$ cat src/tor_pkg.sv
// Package with register map, field layout and carrier types for the timer option block
package tor_pkg;
  localparam logic [15:0] TOR_OPT_OFFSET = 16'hF050;
  localparam logic [31:0] TOR_OPT_RESET = 32'h00000000;
  localparam logic [31:0] TOR_OPT_WMASK = 32'h000000F7;
  localparam int TOR_SEL_LSB = 0;
  localparam int TOR_MSK_BIT = 2;
  localparam int TOR_RSVD_BIT = 3;
  localparam int TOR_CH1_BIT = 4;
  localparam int TOR_CH2_BIT = 5;
  localparam int TOR_CH3_BIT = 6;
  localparam int TOR_CH4_BIT = 7;
  localparam logic [1:0] TOR_TRIG_PCLK = 2'h0;
  localparam logic [1:0] TOR_TRIG_1K = 2'h1;
  localparam logic [1:0] TOR_TRIG_32K = 2'h2;
  localparam logic [1:0] TOR_TRIG_PIN = 2'h3;
  localparam logic [1:0] TOR_HTRANS_NONSEQ = 2'h2;
  localparam int TOR_ADDR_W = 16;

  typedef struct packed {
    logic [3:0] ch_alt;
    logic clk_mask_en;
    logic [1:0] trig_sel;
  } tor_cfg_t;

  typedef struct packed {
    logic [3:0] port_a;
    logic [4:1] port_b;
  } tor_pins_t;

  typedef struct packed {
    logic pclk_tick;
    logic cal_1k_tick;
    logic ref_32k_tick;
    logic ext_pin;
    logic mask_in;
  } tor_trig_in_t;
endpackage : tor_pkg

$ cat src/tor_route.sv
// Channel to pin router and trigger source selector
`timescale 1ns/1ns
module tor_route
  import tor_pkg::*;
(
  input wire tor_pkg::tor_cfg_t cfg,
  input wire logic [4:1] ch_out,
  input wire tor_pkg::tor_trig_in_t trig_in,
  output tor_pkg::tor_pins_t pins,
  output logic trigger
);
  always_comb begin
    pins = '0;
    pins.port_a[2] = ch_out[4] & ~cfg.ch_alt[3];
    pins.port_b[4] = ch_out[4] & cfg.ch_alt[3];
    pins.port_a[1] = ch_out[3] & ~cfg.ch_alt[2];
    pins.port_b[3] = ch_out[3] & cfg.ch_alt[2];
    pins.port_a[3] = ch_out[2] & ~cfg.ch_alt[1];
    pins.port_b[2] = ch_out[2] & cfg.ch_alt[1];
    pins.port_a[0] = ch_out[1] & ~cfg.ch_alt[0];
    pins.port_b[1] = ch_out[1] & cfg.ch_alt[0];
  end

  always_comb begin
    case (cfg.trig_sel)
      TOR_TRIG_PCLK: trigger = trig_in.pclk_tick;
      TOR_TRIG_1K: trigger = trig_in.cal_1k_tick;
      TOR_TRIG_32K: trigger = trig_in.ref_32k_tick;
      TOR_TRIG_PIN: trigger = cfg.clk_mask_en ? (trig_in.ext_pin & trig_in.mask_in)
                                               : trig_in.ext_pin;
      default: trigger = 1'b0;
    endcase
  end
endmodule : tor_route

$ cat src/tor_top.sv
// Timer option register with AHB-Lite slave, pin routing and trigger select
//
// Summary of operation
// - Channel 4 goes to port A bit 2, or port B bit 4 when bit 7 set.
// - Channel 3 goes to port A bit 1, or port B bit 3 when bit 6 set.
// - Channel 2 goes to port A bit 3, or port B bit 2 when bit 5 set.
// - Channel 1 goes to port A bit 0, or port B bit 1 when bit 4 set.
// - Bit 2 set and pin trigger selected: pin clock ANDed with mask input.
// - Bits 1:0 pick trigger: peripheral, 1 kHz, 32 kHz, or external pin.
// - Reset clears the option register to zero.
//
// Added by the designer: the AHB-Lite register port.
`timescale 1ns/1ns
module tor_top
  import tor_pkg::*;
(
  input wire logic ref_clk,
  input wire logic reset,
  input wire logic hsel,
  input wire logic [31:0] haddr,
  input wire logic [1:0] htrans,
  input wire logic hwrite,
  input wire logic [2:0] hsize,
  input wire logic [31:0] hwdata,
  input wire logic hready,
  output logic [31:0] hrdata,
  output logic hreadyout,
  output logic hresp,
  input wire logic [4:1] ch_out,
  input wire tor_pkg::tor_trig_in_t trig_in,
  output tor_pkg::tor_pins_t pins,
  output logic trigger
);
  logic [31:0] opt_reg;
  logic [31:0] next_opt_reg;
  logic wr_pend;
  logic next_wr_pend;
  logic [31:0] next_hrdata;
  tor_cfg_t cfg;

  function automatic logic hit(input logic [31:0] a);
    hit = (a[TOR_ADDR_W-1:0] == TOR_OPT_OFFSET) && (a[31:TOR_ADDR_W] == '0);
  endfunction : hit

  wire logic take = hsel && hready && (htrans == TOR_HTRANS_NONSEQ);

  assign hreadyout = 1'b1;
  assign hresp = 1'b0;

  always_comb begin
    next_wr_pend = take && hwrite && hit(haddr);
    next_opt_reg = opt_reg;
    if (wr_pend) begin
      next_opt_reg = hwdata & TOR_OPT_WMASK;
    end
    next_hrdata = hrdata;
    if (take && !hwrite) begin
      next_hrdata = hit(haddr) ? (opt_reg & TOR_OPT_WMASK) : 32'h00000000;
      if (wr_pend && hit(haddr)) begin
        next_hrdata = hwdata & TOR_OPT_WMASK;
      end
    end
  end

  always_ff @(posedge ref_clk) begin
    if (reset) begin
      opt_reg <= TOR_OPT_RESET;
      wr_pend <= 1'b0;
      hrdata <= 32'h00000000;
    end else begin
      opt_reg <= next_opt_reg;
      wr_pend <= next_wr_pend;
      hrdata <= next_hrdata;
    end
  end

  assign cfg.ch_alt = opt_reg[TOR_CH4_BIT:TOR_CH1_BIT];
  assign cfg.clk_mask_en = opt_reg[TOR_MSK_BIT];
  assign cfg.trig_sel = opt_reg[TOR_SEL_LSB+1:TOR_SEL_LSB];

  tor_route u_route (
    .cfg(cfg),
    .ch_out(ch_out),
    .trig_in(trig_in),
    .pins(pins),
    .trigger(trigger)
  );
endmodule : tor_top
$ cat config.mk
export PLATFORM = sky130hd
export DESIGN_NAME = tor_top
export DESIGN_NICKNAME = d
export VERILOG_FILES = /design/src/tor_pkg.sv /design/src/tor_route.sv /design/src/tor_top.sv
export SDC_FILE = /design/constraint.sdc
export NUM_CORES = 1
export LEC_CHECK = 0
export BUFFER_PORTS_ARGS = -buffer_cell sky130_fd_sc_hd__buf_2
export CORE_MARGIN = 2
export CORE_UTILIZATION = 34
export DETAILED_ROUTE_END_ITERATION = 7
export PLACE_DENSITY = 0.86
export SYNTH_ARGS = -nofsm -noshare
export SYNTH_HDL_FRONTEND = slang
export SYNTH_SLANG_ARGS = --single-unit
$ cat constraint.sdc
create_clock -name ref_clk -period 2.52 [get_ports ref_clk]
set_input_delay 0.252 -clock ref_clk [delete_from_list [all_inputs] [get_ports ref_clk]]
set_output_delay 0.252 -clock ref_clk [all_outputs]
set_load 0.02 [all_outputs]
# Yosys cells after proc, flatten, opt, wreduce, memory -nomap -nowiden
# Cells that the tools add are included.
dict set report totals {
  latch_bits 0
  ram_bits 0
  output_inout_bits 43
  romBits 0
  inputBits 83
  word_cells 35
  n_memories 0
  reg_bits 40
}
dict set report classes {
  multipliers 0
  n_shift 0
  order_cmp 0
  muxes 4
  div_mod_pow 0
  reduce_logical 10
  n_eq_ne 5
  n_addsub 0
  bitwise 13
}
# operator n
set ops {}
lappend ops {{16-bit equality test (second input constant)} 1}
lappend ops {{16-bit logical NOT} 1}
lappend ops {{8-bit 2-to-1 mux} 2}
lappend ops {{1-bit bitwise AND} 9}
lappend ops {{1-bit logical AND} 7}
lappend ops {{2-bit equality test (second input constant)} 3}
lappend ops {{1-bit NOT} 4}
lappend ops {{1-bit case mux with 4 select lines} 1}
lappend ops {{2-bit by 1-bit equality test with 1-bit output (second input constant)} 1}
lappend ops {{2-bit logical NOT} 1}
lappend ops {{1-bit logical NOT} 1}
lappend ops {{1-bit 2-to-1 mux} 1}

# Depth between registers and ports, before layout
# Gate-level depths: netlist (run 1).
dict set report depth {
  ltp_word 4
  depth_mapped 6
  ltp_nobuf 4
}

# Modules after synthesis
# A second synthesis (run 1) with hierarchy kept.
dict set report hier_totals {
  hier_cells 106
  hier_area_um2 947.2
}
# module cells_per_inst area_per_inst_um2 n_inst seq_area_each_um2
set modules_own_cells {}
lappend modules_own_cells {tor_top 92 859.6 1 300.3}
lappend modules_own_cells {tor_route 14 87.6 1 0.0}

# Worst setup path after synthesis (run 1)
# Ideal clock, no wire load.
dict set report synth_path {
  path_type {input-to-reg}
  start {in haddr[17]}
  end {reg hrdata[4]}
  path_buffers 1
  slack_ns 0.802
  cell_stages 4
  t_arrival_ns 1.622
  setup_ns 0.096
  cell_sequence {or4b_1 or4_1 buf_6 o41ai_2}
}
dict set report synth_via {
  elab_chain_cells 4
  elab_cells_between_ends 5
  classes_between {mux (2); reduce/logical (3)}
}
# item line_no
set synth_lines {}
lappend synth_lines {{start: declaration} tor_top.sv:20} ;# input wire logic [31:0] haddr,
lappend synth_lines {{16-bit logical NOT *} tor_top.sv:42} ;# hit = (a[TOR_ADDR_W-1:0] == TOR_OPT_OFFSET) && (a[31:TOR_ADDR_W] == '0);
lappend synth_lines {{1-bit logical AND *} tor_top.sv:42}
lappend synth_lines {{8-bit 2-to-1 mux or 1-bit logical AND (tied branches)} {tor_top.sv:58, tor_top.sv:59}}
lappend synth_lines {{8-bit 2-to-1 mux *} tor_top.sv:59} ;# if (wr_pend && hit(haddr)) begin
lappend synth_lines {{end signal: assignment} tor_top.sv:73} ;# hrdata <= next_hrdata;
lappend synth_lines {{end: declaration} tor_top.sv:26} ;# output logic [31:0] hrdata,
# Mark *: on every way between the ends. The rest lies on a longest branch, timed or not.
# A chain may end at the register's enable or synchronous reset.

# Worst setup path after layout (run 1)
dict set report layout_path {
  start {in haddr[17]}
  end {reg hrdata[5]}
}
# The elaborated chain is that of the path after synthesis.

==> results by group, run 1 <==
Setup path
  • Critical Path RT: 2700 ps
  • Worst reg2reg endpoint: hrdata[0]
  • Worst Path Max Fanout: 8
  • Max incr delay on CP: 700 ps
  • Worst reg2reg path startpoint: wr_pend
  • Worst setup EP type: flop
  • Critical path buffers and inverters: 1
  • Crit path max-delay family: simple AND/OR/NAND/NOR gates
  • Critical Path AT: 1910 ps
  • Reg2Reg Setup Slack: 1360 ps
  • Worst setup path class: in -> reg
  • Worst setup SP type: input pin
  • Worst setup path end: hrdata[5]
  • Crit path launch: haddr[17]
  • R2R depth: 2
  • WP depth: 4
  • CP Cell Sequence: buf_2 -> or4b_1 -> or4_1 -> o41ai_2
  • Slowest stage cell, crit path: or4_1

Timing
  • Crit path time final: 1722 ps
  • Period utilization: 68.32%
  • F_max: 580.8 MHz
  • Final Worst Setup Slack: 798.3 ps
  • TNS Setup: 0 ps
  • Setup-failing EPs final: 0
  • Final Skew: 4.549 ps
  • Slew Viols, Final: 0
  • RSZ-0062 raised after global routing: no
  • Worst hold slack: 254.5 ps
  • Final Hold Fails: 0

Yosys
  • Synth cell count leaders: 27 x buf_4, 15 x dfxtp_1
  • Syn. warnings: 0
  • Distinct cells, synth: 24
  • Mapped Cells: 103
  • Post-synth ARST share: 0%
  • Most frequent cell after synthesis: buf_4
  • Flops & latches, synth: 15
  • Ys flop type: dfxtp_1
  • Leading post-synthesis cells by cell area: dfxtp_1 30%, buf_4 20%, o41ai_2 11%
  • Yosys top cell by area: dfxtp_1
  • EDFF count, synth: 0
  • Mean Syn Cell Area: 9.669 um2
  • Share of the synthesized area in the top cell type: 30.15%
  • Sequential element share of the synthesized area: 30.15%
  • Synth Cell Area: 996.0 um2

Power and ir drop
  • Pwr/cell area: 369.8 nW/um2
  • Leak: 0.6458 nW
  • Peak supply drop: 0.2503 mV

Global routing
  • Total grt overflow: 0
  • First-pass GRT wire length: 3284 um
  • Antenna violations before repair: 0
  • Total GRT Usage: 12.54%
  • Largest net degree at the start of global routing: 23
  • Vias in the first global route: 816

Placement
  • DP Wirelength: 1775 um
  • Placed Cells: 196
  • Routability cong.: 0.7572
  • Post-place setup slack: 480.8 ps
  • Placed cell areas: 1246 um2
  • Number of buffers added on ports: 70

Routing
  • Via density: 4.340
  • Antenna-violating nets left: 0
  • # DRC: 0
  • Vias: 868
  • First-iteration detailed-routing DRC count: 19
  • Detailed Routing Iterations Pass 1: 6
  • Wire length per cell: 10.60 um
  • Total Wirelength: 2120 um

Clock tree
  • Post-CTS Resized: 0
  • Hold buffers post-CTS: 0
  • Total CTS buffers: 3
  • CTS sink cnt: 15
  • Clk Latency, worst-skew pair: 280 ps
  • TritonCTS clock tree: done
  • Post-CTS Setup Repair Bufs: 0
  • Clk buf depth: 2
  • Root buffer cell: clkbuf_4
  • Worst-path clk slew: 80 ps
  • CTS H-Tree Depth: 1

Layout
  • Fin area: 1272 um2
  • Fraction of layout cells with a size suffix above 1: 49.11%
  • Nets: 253
  • FF/Latch Area: 300.3 um2
  • Layout area overhead: 27.76%
  • Final cell count without fillers: 200
  • Filler cells: 280
  • Multi-input combinational cell area: 553.0 um2
  • N_diodes: 0

Floorplan
  • IO Count: 126
  • Die Y-Extent: 58.12 um
  • Die width: 58.12 um
  • # rows: 19
  • DIE AREA: 3378 um2
  • CORE AREA: 2781 um2
  • Initial Util: 35.81%

Run status
  • Status: finished, final reports clean

Flow run
  • Max-cap viol count: 0

Hold path
  • Hold Path Class: in -> reg
metrics by stage:
step,utilization (%),total power (W)
5_1_grt,45.75,0.0004953
3_3_place_gp,44.80,0.0003420
4_1_cts,45.75,0.0004752
2_1_floorplan,-,0.0003308
3_5_place_dp,44.80,0.0003443
6_report,45.75,0.0004706
cells by family after synthesis:
| logic type | Yosys count | synth area share (%) |
|---|---|---|
| muxes | 8 | 9.297 |
| buffers and inverters | 34 | 23.74 |
| AOI/OAI and AO/OA | 8 | 12.19 |
| and+or+nand+nor | 36 | 23.87 |
| other | 2 | 0.7540 |
| DFF | 15 | 30.15 |
layout make-up:
type	count	area share, %
Timing Repair Buffer	70	27.53
Clock buffer	4	2.065
Tap cell	31	3.048
Inverter	1	0.2950
Sequential cell	15	23.60
Multi-Input combinational cell	79	43.46
power by group:
group	internal (W)	total [W]	switching (W)
clock	0.0000613	0.000132	0.0000702
sequential	0.000237	0.000237	0.000000000000000784
combinational	0.0000397	0.000102	0.0000626
how the worst min path moves through the flow:
stage | startpoint | cells after the start | slack, ps | endpoint
6_report | hwdata[0] | 3 | 250 | opt_reg[0]
5_1_grt | hwrite | 2 | 250 | wr_pend
4_1_cts | hwdata[0] | 3 | 250 | opt_reg[0]
3_5_place_dp | hrdata[1] | 2 | 480 | hrdata[1]
3_3_place_gp | hrdata[0] | 2 | 480 | hrdata[0]
2_1_floorplan | reset | 1 | 350 | hrdata[0]
worst register-to-register path: stages (launching register included):
cell and delay (ps):
dfxtp_1 570, mux2i_1 170, o41ai_2 330
cell usage in the layout (no fill, tap or decap):
master | Yosys | final
nor2b_1 | 4 | 4
nand3b_1 | 7 | 7
or2_2 | 1 | 1
o41ai_2 | 7 | 7
mux2i_1 | 7 | 7
conb_1 | 2 | 27
buf_2 | 0 | 70
a21boi_0 | 1 | 1
nand4b_1 | 2 | 2
nor4_1 | 4 | 4
mux4_2 | 1 | 1
nand2_1 | 1 | 1
dfxtp_1 | 15 | 15
clkbuf_4 | 0 | 3
or4b_1 | 1 | 1
or4_1 | 1 | 1
nor2_1 | 7 | 7
inv_1 | 1 | 1
nor4b_1 | 2 | 2
clkbuf_1 | 4 | 1
nand4_1 | 1 | 1
nor4b_2 | 1 | 1
and2_1 | 4 | 4
per-layer routing:
| layer | GRT usage, % | part of all wire [%] |
|---|---|---|
| met1 | 13.51 | 39 |
| met2 | 21.75 | 50 |
| met3 | 2.679 | 8.2 |
| met4 | 8.638 | 2.0 |
| met5 | 0 | 0 |
Power figures use the tool's default switching activity.
==> inputs of run 2 (changes only) <==
- CORE_UTILIZATION: 34 -> 32
- PLACE_DENSITY: 0.86 -> 0.81
- clock period: 2.52 -> 1.6 ns (I/O delays scaled with it)
==> results by group, run 2 (synthesis gave the netlist of run 1 again) <==
Run status
  • Status: finished, final reports clean

Floorplan
  • DIE AREA: 3575 um2
  • CORE AREA: 3003 um2
  • Initial Util: 33.17%
  • Die Y-Extent: 59.79 um
  • # rows: 20
  • Die width: 59.79 um
  • IO Count: 126

Global routing
  • Total GRT Usage: 11.54%
  • Vias in the first global route: 719
  • First-pass GRT wire length: 3167 um
  • Total grt overflow: 0
  • Antenna violations before repair: 0
  • Largest net degree at the start of global routing: 23

Hold path
  • Hold Path Class: in -> reg
  • Hold Path Depth: 3

Layout
  • Leading cell type in the layout, fill and taps excluded: buf_2
  • Most frequent cells in the layout: 70 x buf_2, 27 x conb_1, 15 x dfxtp_1
  • Filler cells: 299
  • N_diodes: 0
  • Layout area overhead: 32.29%
  • Nets: 254
  • Fraction of layout cells with a size suffix above 1: 52.35%

Clock tree
  • Post-CTS Resized: 0
  • Clk Latency, worst-skew pair: 280 ps
  • TritonCTS clock tree: done
  • Total CTS buffers: 3
  • Hold buffers post-CTS: 0
  • Clk buf depth: 2
  • CTS sink cnt: 15
  • Post-CTS Setup Repair Bufs: 0
  • CTS H-Tree Depth: 1
  • Root buffer cell: clkbuf_4
  • Worst-path clk slew: 100 ps

Timing
  • Setup-failing EPs final: 0
  • F_max: 671.6 MHz
  • Worst hold slack: 158.3 ps
  • Final Worst Setup Slack: 111.1 ps
  • Final Hold Fails: 0
  • Period utilization: 93.06%
  • Slew Viols, Final: 0
  • RSZ-0062 raised after global routing: no
  • Crit path time final: 1489 ps
  • Final Skew: 8.472 ps

Routing
  • # DRC: 0
  • Total Wirelength: 2111 um
  • Wire length per cell: 10.40 um
  • Via density: 4.256
  • First-iteration detailed-routing DRC count: 15
  • Antenna-violating nets left: 0
  • Vias: 864
  • Detailed Routing Iterations Pass 1: 4

Setup path
  • Worst setup SP type: flop
  • Critical Path AT: 1330 ps
  • Worst setup EP type: output port
  • Worst setup path class: reg -> out
  • Worst Path Max Fanout: 2
  • R2R depth: 2
  • Critical Path RT: 1440 ps

Placement
  • Routability cong.: 0.7125
  • Post-place setup slack: -194.5 ps
  • DP Wirelength: 1752 um
  • Number of buffers added on ports: 70

Power and ir drop
  • Leak: 0.6561 nW
  • Pwr/cell area: 574.5 nW/um2
  • Peak supply drop: 0.1865 mV

Flow run
  • Max-cap viol count: 0
run 2: changes by cell type in the layout (fill, tap and decap cells not counted):
cell | previous run | this run
clkinv_2 | 0 | 1
clkbuf_1 | 1 | 0
nor4_4 | 0 | 1
buf_4 | 0 | 1
nor4_1 | 4 | 0
nor4_2 | 0 | 3
run 2: area by class of cell:
cell class / count / area [um2] / share of cell area (%)
inverters: 1 / 3.754 / 0.2849
repair buffers: 71 / 357.8 / 27.16
multi-input cells: 79 / 586.8 / 44.54
clock inverters: 1 / 5.005 / 0.3799
flip-flops and latches: 15 / 300.3 / 22.79
clock buffers: 3 / 22.52 / 1.709
well taps: 33 / 41.29 / 3.134
run 2: where the power goes:
group	leakage, nW	total (W)	switching [W]	internal, W
Clock	0.0177	0.000214	0.000122	0.0000926
Sequential	0.121	0.000373	0.00000000000000121	0.000373
Combinational	0.518	0.000170	0.000105	0.0000647
run 2: per-stage QoR:
stage / TNS [ps] / cell area [um2] / util [%] / std cells / power, W
finish: 0 / 1318 / 43.88 / 203 / 0.0007569
global route: 0 / 1318 / 43.88 / 203 / 0.0007998
CTS: 0 / 1284 / 42.75 / 203 / 0.0007530
detailed placement: -1148 / 1256 / 41.83 / 199 / 0.0005417
global placement: -831.9 / 1256 / 41.83 / 199 / 0.0005397
floorplan: 0 / 1090 / - / 128 / 0.0005210
run 2: final timing paths:
| kind | start | endpoint | slack (ps) |
|---|---|---|---|
| max | opt_reg[2] | trigger | 110 |
| min | hwdata[6] | opt_reg[6] | 160 |
| max reg2reg | wr_pend | hrdata[0] | 460 |
| min reg2reg | hrdata[6] | hrdata[6] | 500 |
run 2: critical path, stage by stage, from the launching register on:
cell and delay (ps):
dfxtp_1 330, a21boi_0 80, mux4_2 470, buf_2 170
run 2: layer usage:
metal	vias to the layer above	global-route usage [%]	share of wire, %
li1	446	-	-
met1	377	13.03	43
met2	39	20.50	49
met3	2	2.165	7.2
met4	0	5.714	1.1
met5	-	0	0
==> inputs of run 3 (changes only) <==
- ABC_AREA: not set -> 1
- CORE_UTILIZATION: 32 -> 35
- GPL_TIMING_DRIVEN: not set -> 0
==> results by group, run 3 <==
Global routing
  • Largest net degree at the start of global routing: 11
  • Antenna violations before repair: 0
  • Vias in the first global route: 1173
  • Total GRT Usage: 14.16%
  • Total grt overflow: 0
  • First-pass GRT wire length: 4657 um

Setup path
  • Worst reg2reg path startpoint: wr_pend
  • Worst setup SP type: flop
  • Critical Path RT: 1440 ps
  • Slowest stage cell, crit path: dfxtp_1
  • Worst reg2reg endpoint: hrdata[4]
  • Worst setup EP type: output port
  • Worst setup path end: trigger
  • Reg2Reg Setup Slack: 500 ps
  • Worst Path Max Fanout: 3
  • WP depth: 4
  • Crit path max-delay family: flip-flops
  • R2R depth: 6
  • Max incr delay on CP: 330 ps
  • Crit path launch: opt_reg[1]
  • Critical path buffers and inverters: 2
  • CP Cell Sequence: inv_1 -> nor2_1 -> o32ai_1 -> buf_2
  • Worst setup path class: reg -> out
  • Critical Path AT: 1160 ps

Routing
  • Antenna-violating nets left: 0
  • # DRC: 0
  • Total Wirelength: 2614 um
  • Wire length per cell: 7.490 um
  • Vias: 1353
  • First-iteration detailed-routing DRC count: 40
  • Detailed Routing Iterations Pass 1: 4
  • Via density: 3.877

Yosys
  • Synth Cell Area: 1216 um2
  • Xor-xnor portion of the synthesized cell area: 0%
  • Synth cell count leaders: 44 x inv_1, 39 x nand2_1, 34 x nor2_1, 28 x buf_4, 15 x dfxtp_1
  • Share of the synthesized area in the top cell type: 24.69%
  • Mux cell area share after synthesis: 0%
  • Sequential element share of the synthesized area: 24.69%
  • Flops & latches, synth: 15
  • Distinct cells, synth: 18
  • Syn. warnings: 0
  • Ys flop type: dfxtp_1
  • Most frequent cell after synthesis: inv_1
  • Mean Syn Cell Area: 5.962 um2
  • Synth Area in Adders: 0%
  • Mapped Cells: 204
  • Compound-gate portion of the synthesized area: 7.305%
  • Post-synthesis simple-gate area fraction: 35.29%
  • Leading post-synthesis cells by cell area: dfxtp_1 25%, buf_4 17%, inv_1 14%
  • Largest family of logic cells by synthesized area: simple AND/OR/NAND/NOR gates
  • Post-synth ARST share: 0%
  • Yosys top cell by area: dfxtp_1
  • EDFF count, synth: 0

Clock tree
  • Post-CTS Resized: 0
  • Hold buffers post-CTS: 0
  • Post-CTS Setup Repair Bufs: 0
  • CTS H-Tree Depth: 1
  • Clk Latency, worst-skew pair: 280 ps
  • TritonCTS clock tree: done
  • Total CTS buffers: 3
  • Clk buf depth: 2
  • CTS sink cnt: 15
  • Root buffer cell: clkbuf_4
  • Worst-path clk slew: 80 ps

Timing
  • Setup-failing EPs final: 0
  • F_max: 758.7 MHz
  • Final Hold Fails: 0
  • TNS Setup: 0 ps
  • Slew Viols, Final: 0
  • Final Skew: 2.963 ps
  • Crit path time final: 1318 ps
  • Period utilization: 82.37%
  • RSZ-0062 raised after global routing: no

Hold path
  • Hold Path Class: in -> reg
  • Hold Path Depth: 2

Floorplan
  • # rows: 21
  • DIE AREA: 3962 um2
  • IO Count: 126
  • Initial Util: 36.45%
  • CORE AREA: 3337 um2
  • Die width: 62.95 um
  • Die Y-Extent: 62.95 um

Power and ir drop
  • NetSw: 0.0002484 W
  • Cell-internal power: 0.0005842 W
  • Combinational power share: 29.9%
  • Power share of the sequential group: 44.8%
  • Sw frac: 29.84%
  • Pwr/cell area: 477.4 nW/um2
  • Power share of the clock group: 25.4%
  • Peak supply drop: 0.1450 mV
  • Leak: 1.056 nW

Layout
  • Final cell count without fillers: 349
  • Layout area overhead: 43.42%
  • Most frequent cells in the layout: 70 x buf_2, 44 x inv_1, 39 x nand2_1
  • N_diodes: 0
  • Fin area: 1744 um2
  • Leading cell type in the layout, fill and taps excluded: buf_2
  • Nets: 387
  • Fraction of layout cells with a size suffix above 1: 35.97%

Placement
  • DP Wirelength: 2298 um
  • Placed Cells: 345
  • Placed cell areas: 1718 um2
  • Routability cong.: 0.8648
  • Number of buffers added on ports: 70

Flow run
  • Max-cap viol count: 0

Run status
  • Status: finished, final reports clean
## run 3: power groups by stage
stage               combinational [W]  clock, W  sequential (W)
finish                       0.000249  0.000211        0.000373
global placement             0.000244         0        0.000382
floorplan                    0.000168         0        0.000382
CTS                          0.000248  0.000220        0.000373
detailed placement           0.000247         0        0.000382
global route                 0.000276  0.000239        0.000373
## run 3: stage by stage
stage | util [%] | power [W] | hold slack, ps | setup WS [ps]
after global routing | 52.27 | 0.0008881 | 103.0 | 185.5
after global placement | 51.48 | 0.0006259 | 402.8 | 521.0
after detailed placement | 51.48 | 0.0006289 | 402.3 | 510.6
after floorplan | - | 0.0005493 | 229.1 | 459.8
after CTS | 52.27 | 0.0008407 | 97.61 | 269.4
final | 52.27 | 0.0008327 | 101.6 | 282.0
## run 3: worst reg2reg max path: stages (launching register included)
cell	delay, ps
dfxtp_1	400
buf_4	190
nand2_1	60
o21ai_1	130
nor2_2	60
nand3_1	80
a21oi_1	60
## run 3: kinds of logic (layout without fill, tap and decap cells)
kind of cell | Yosys count | in the layout
other | 2 | 27
and+or+nand+nor | 96 | 96
DFF | 15 | 15
AOI/OAI and AO/OA | 17 | 17
buffers and inverters | 74 | 148
## run 3: worst min path at each step
stage          startpoint        end  slack [ps]
2_1_floorplan       reset  hrdata[0]         230
3_3_place_gp        reset  hrdata[0]         400
3_5_place_dp        reset  hrdata[1]         400
4_1_cts             reset  hrdata[7]         100
5_1_grt             reset  hrdata[7]         100
6_report            reset  hrdata[7]         100
## run 3: metal layers
| metal | vias to the layer above | routed length, um | track usage (%) |
|---|---|---|---|
| li1 | 752 | - | - |
| met1 | 539 | 1118 | 16.48 |
| met3 | 5 | 218 | 2.162 |
| met2 | 57 | 1218 | 25.13 |
| met5 | - | 0 | 0 |
| met4 | 0 | 58 | 6.667 |
## run 3: final cells by class
cell class              count  area [um2]
fillers                   343        1593
multi-input cells         140       619.3
repair buffers             70       350.3
flip-flops and latches     15       300.3
plain buffers              30       225.2
inverters                  44       165.2
well taps                  46       57.56
clock buffers               4       26.28
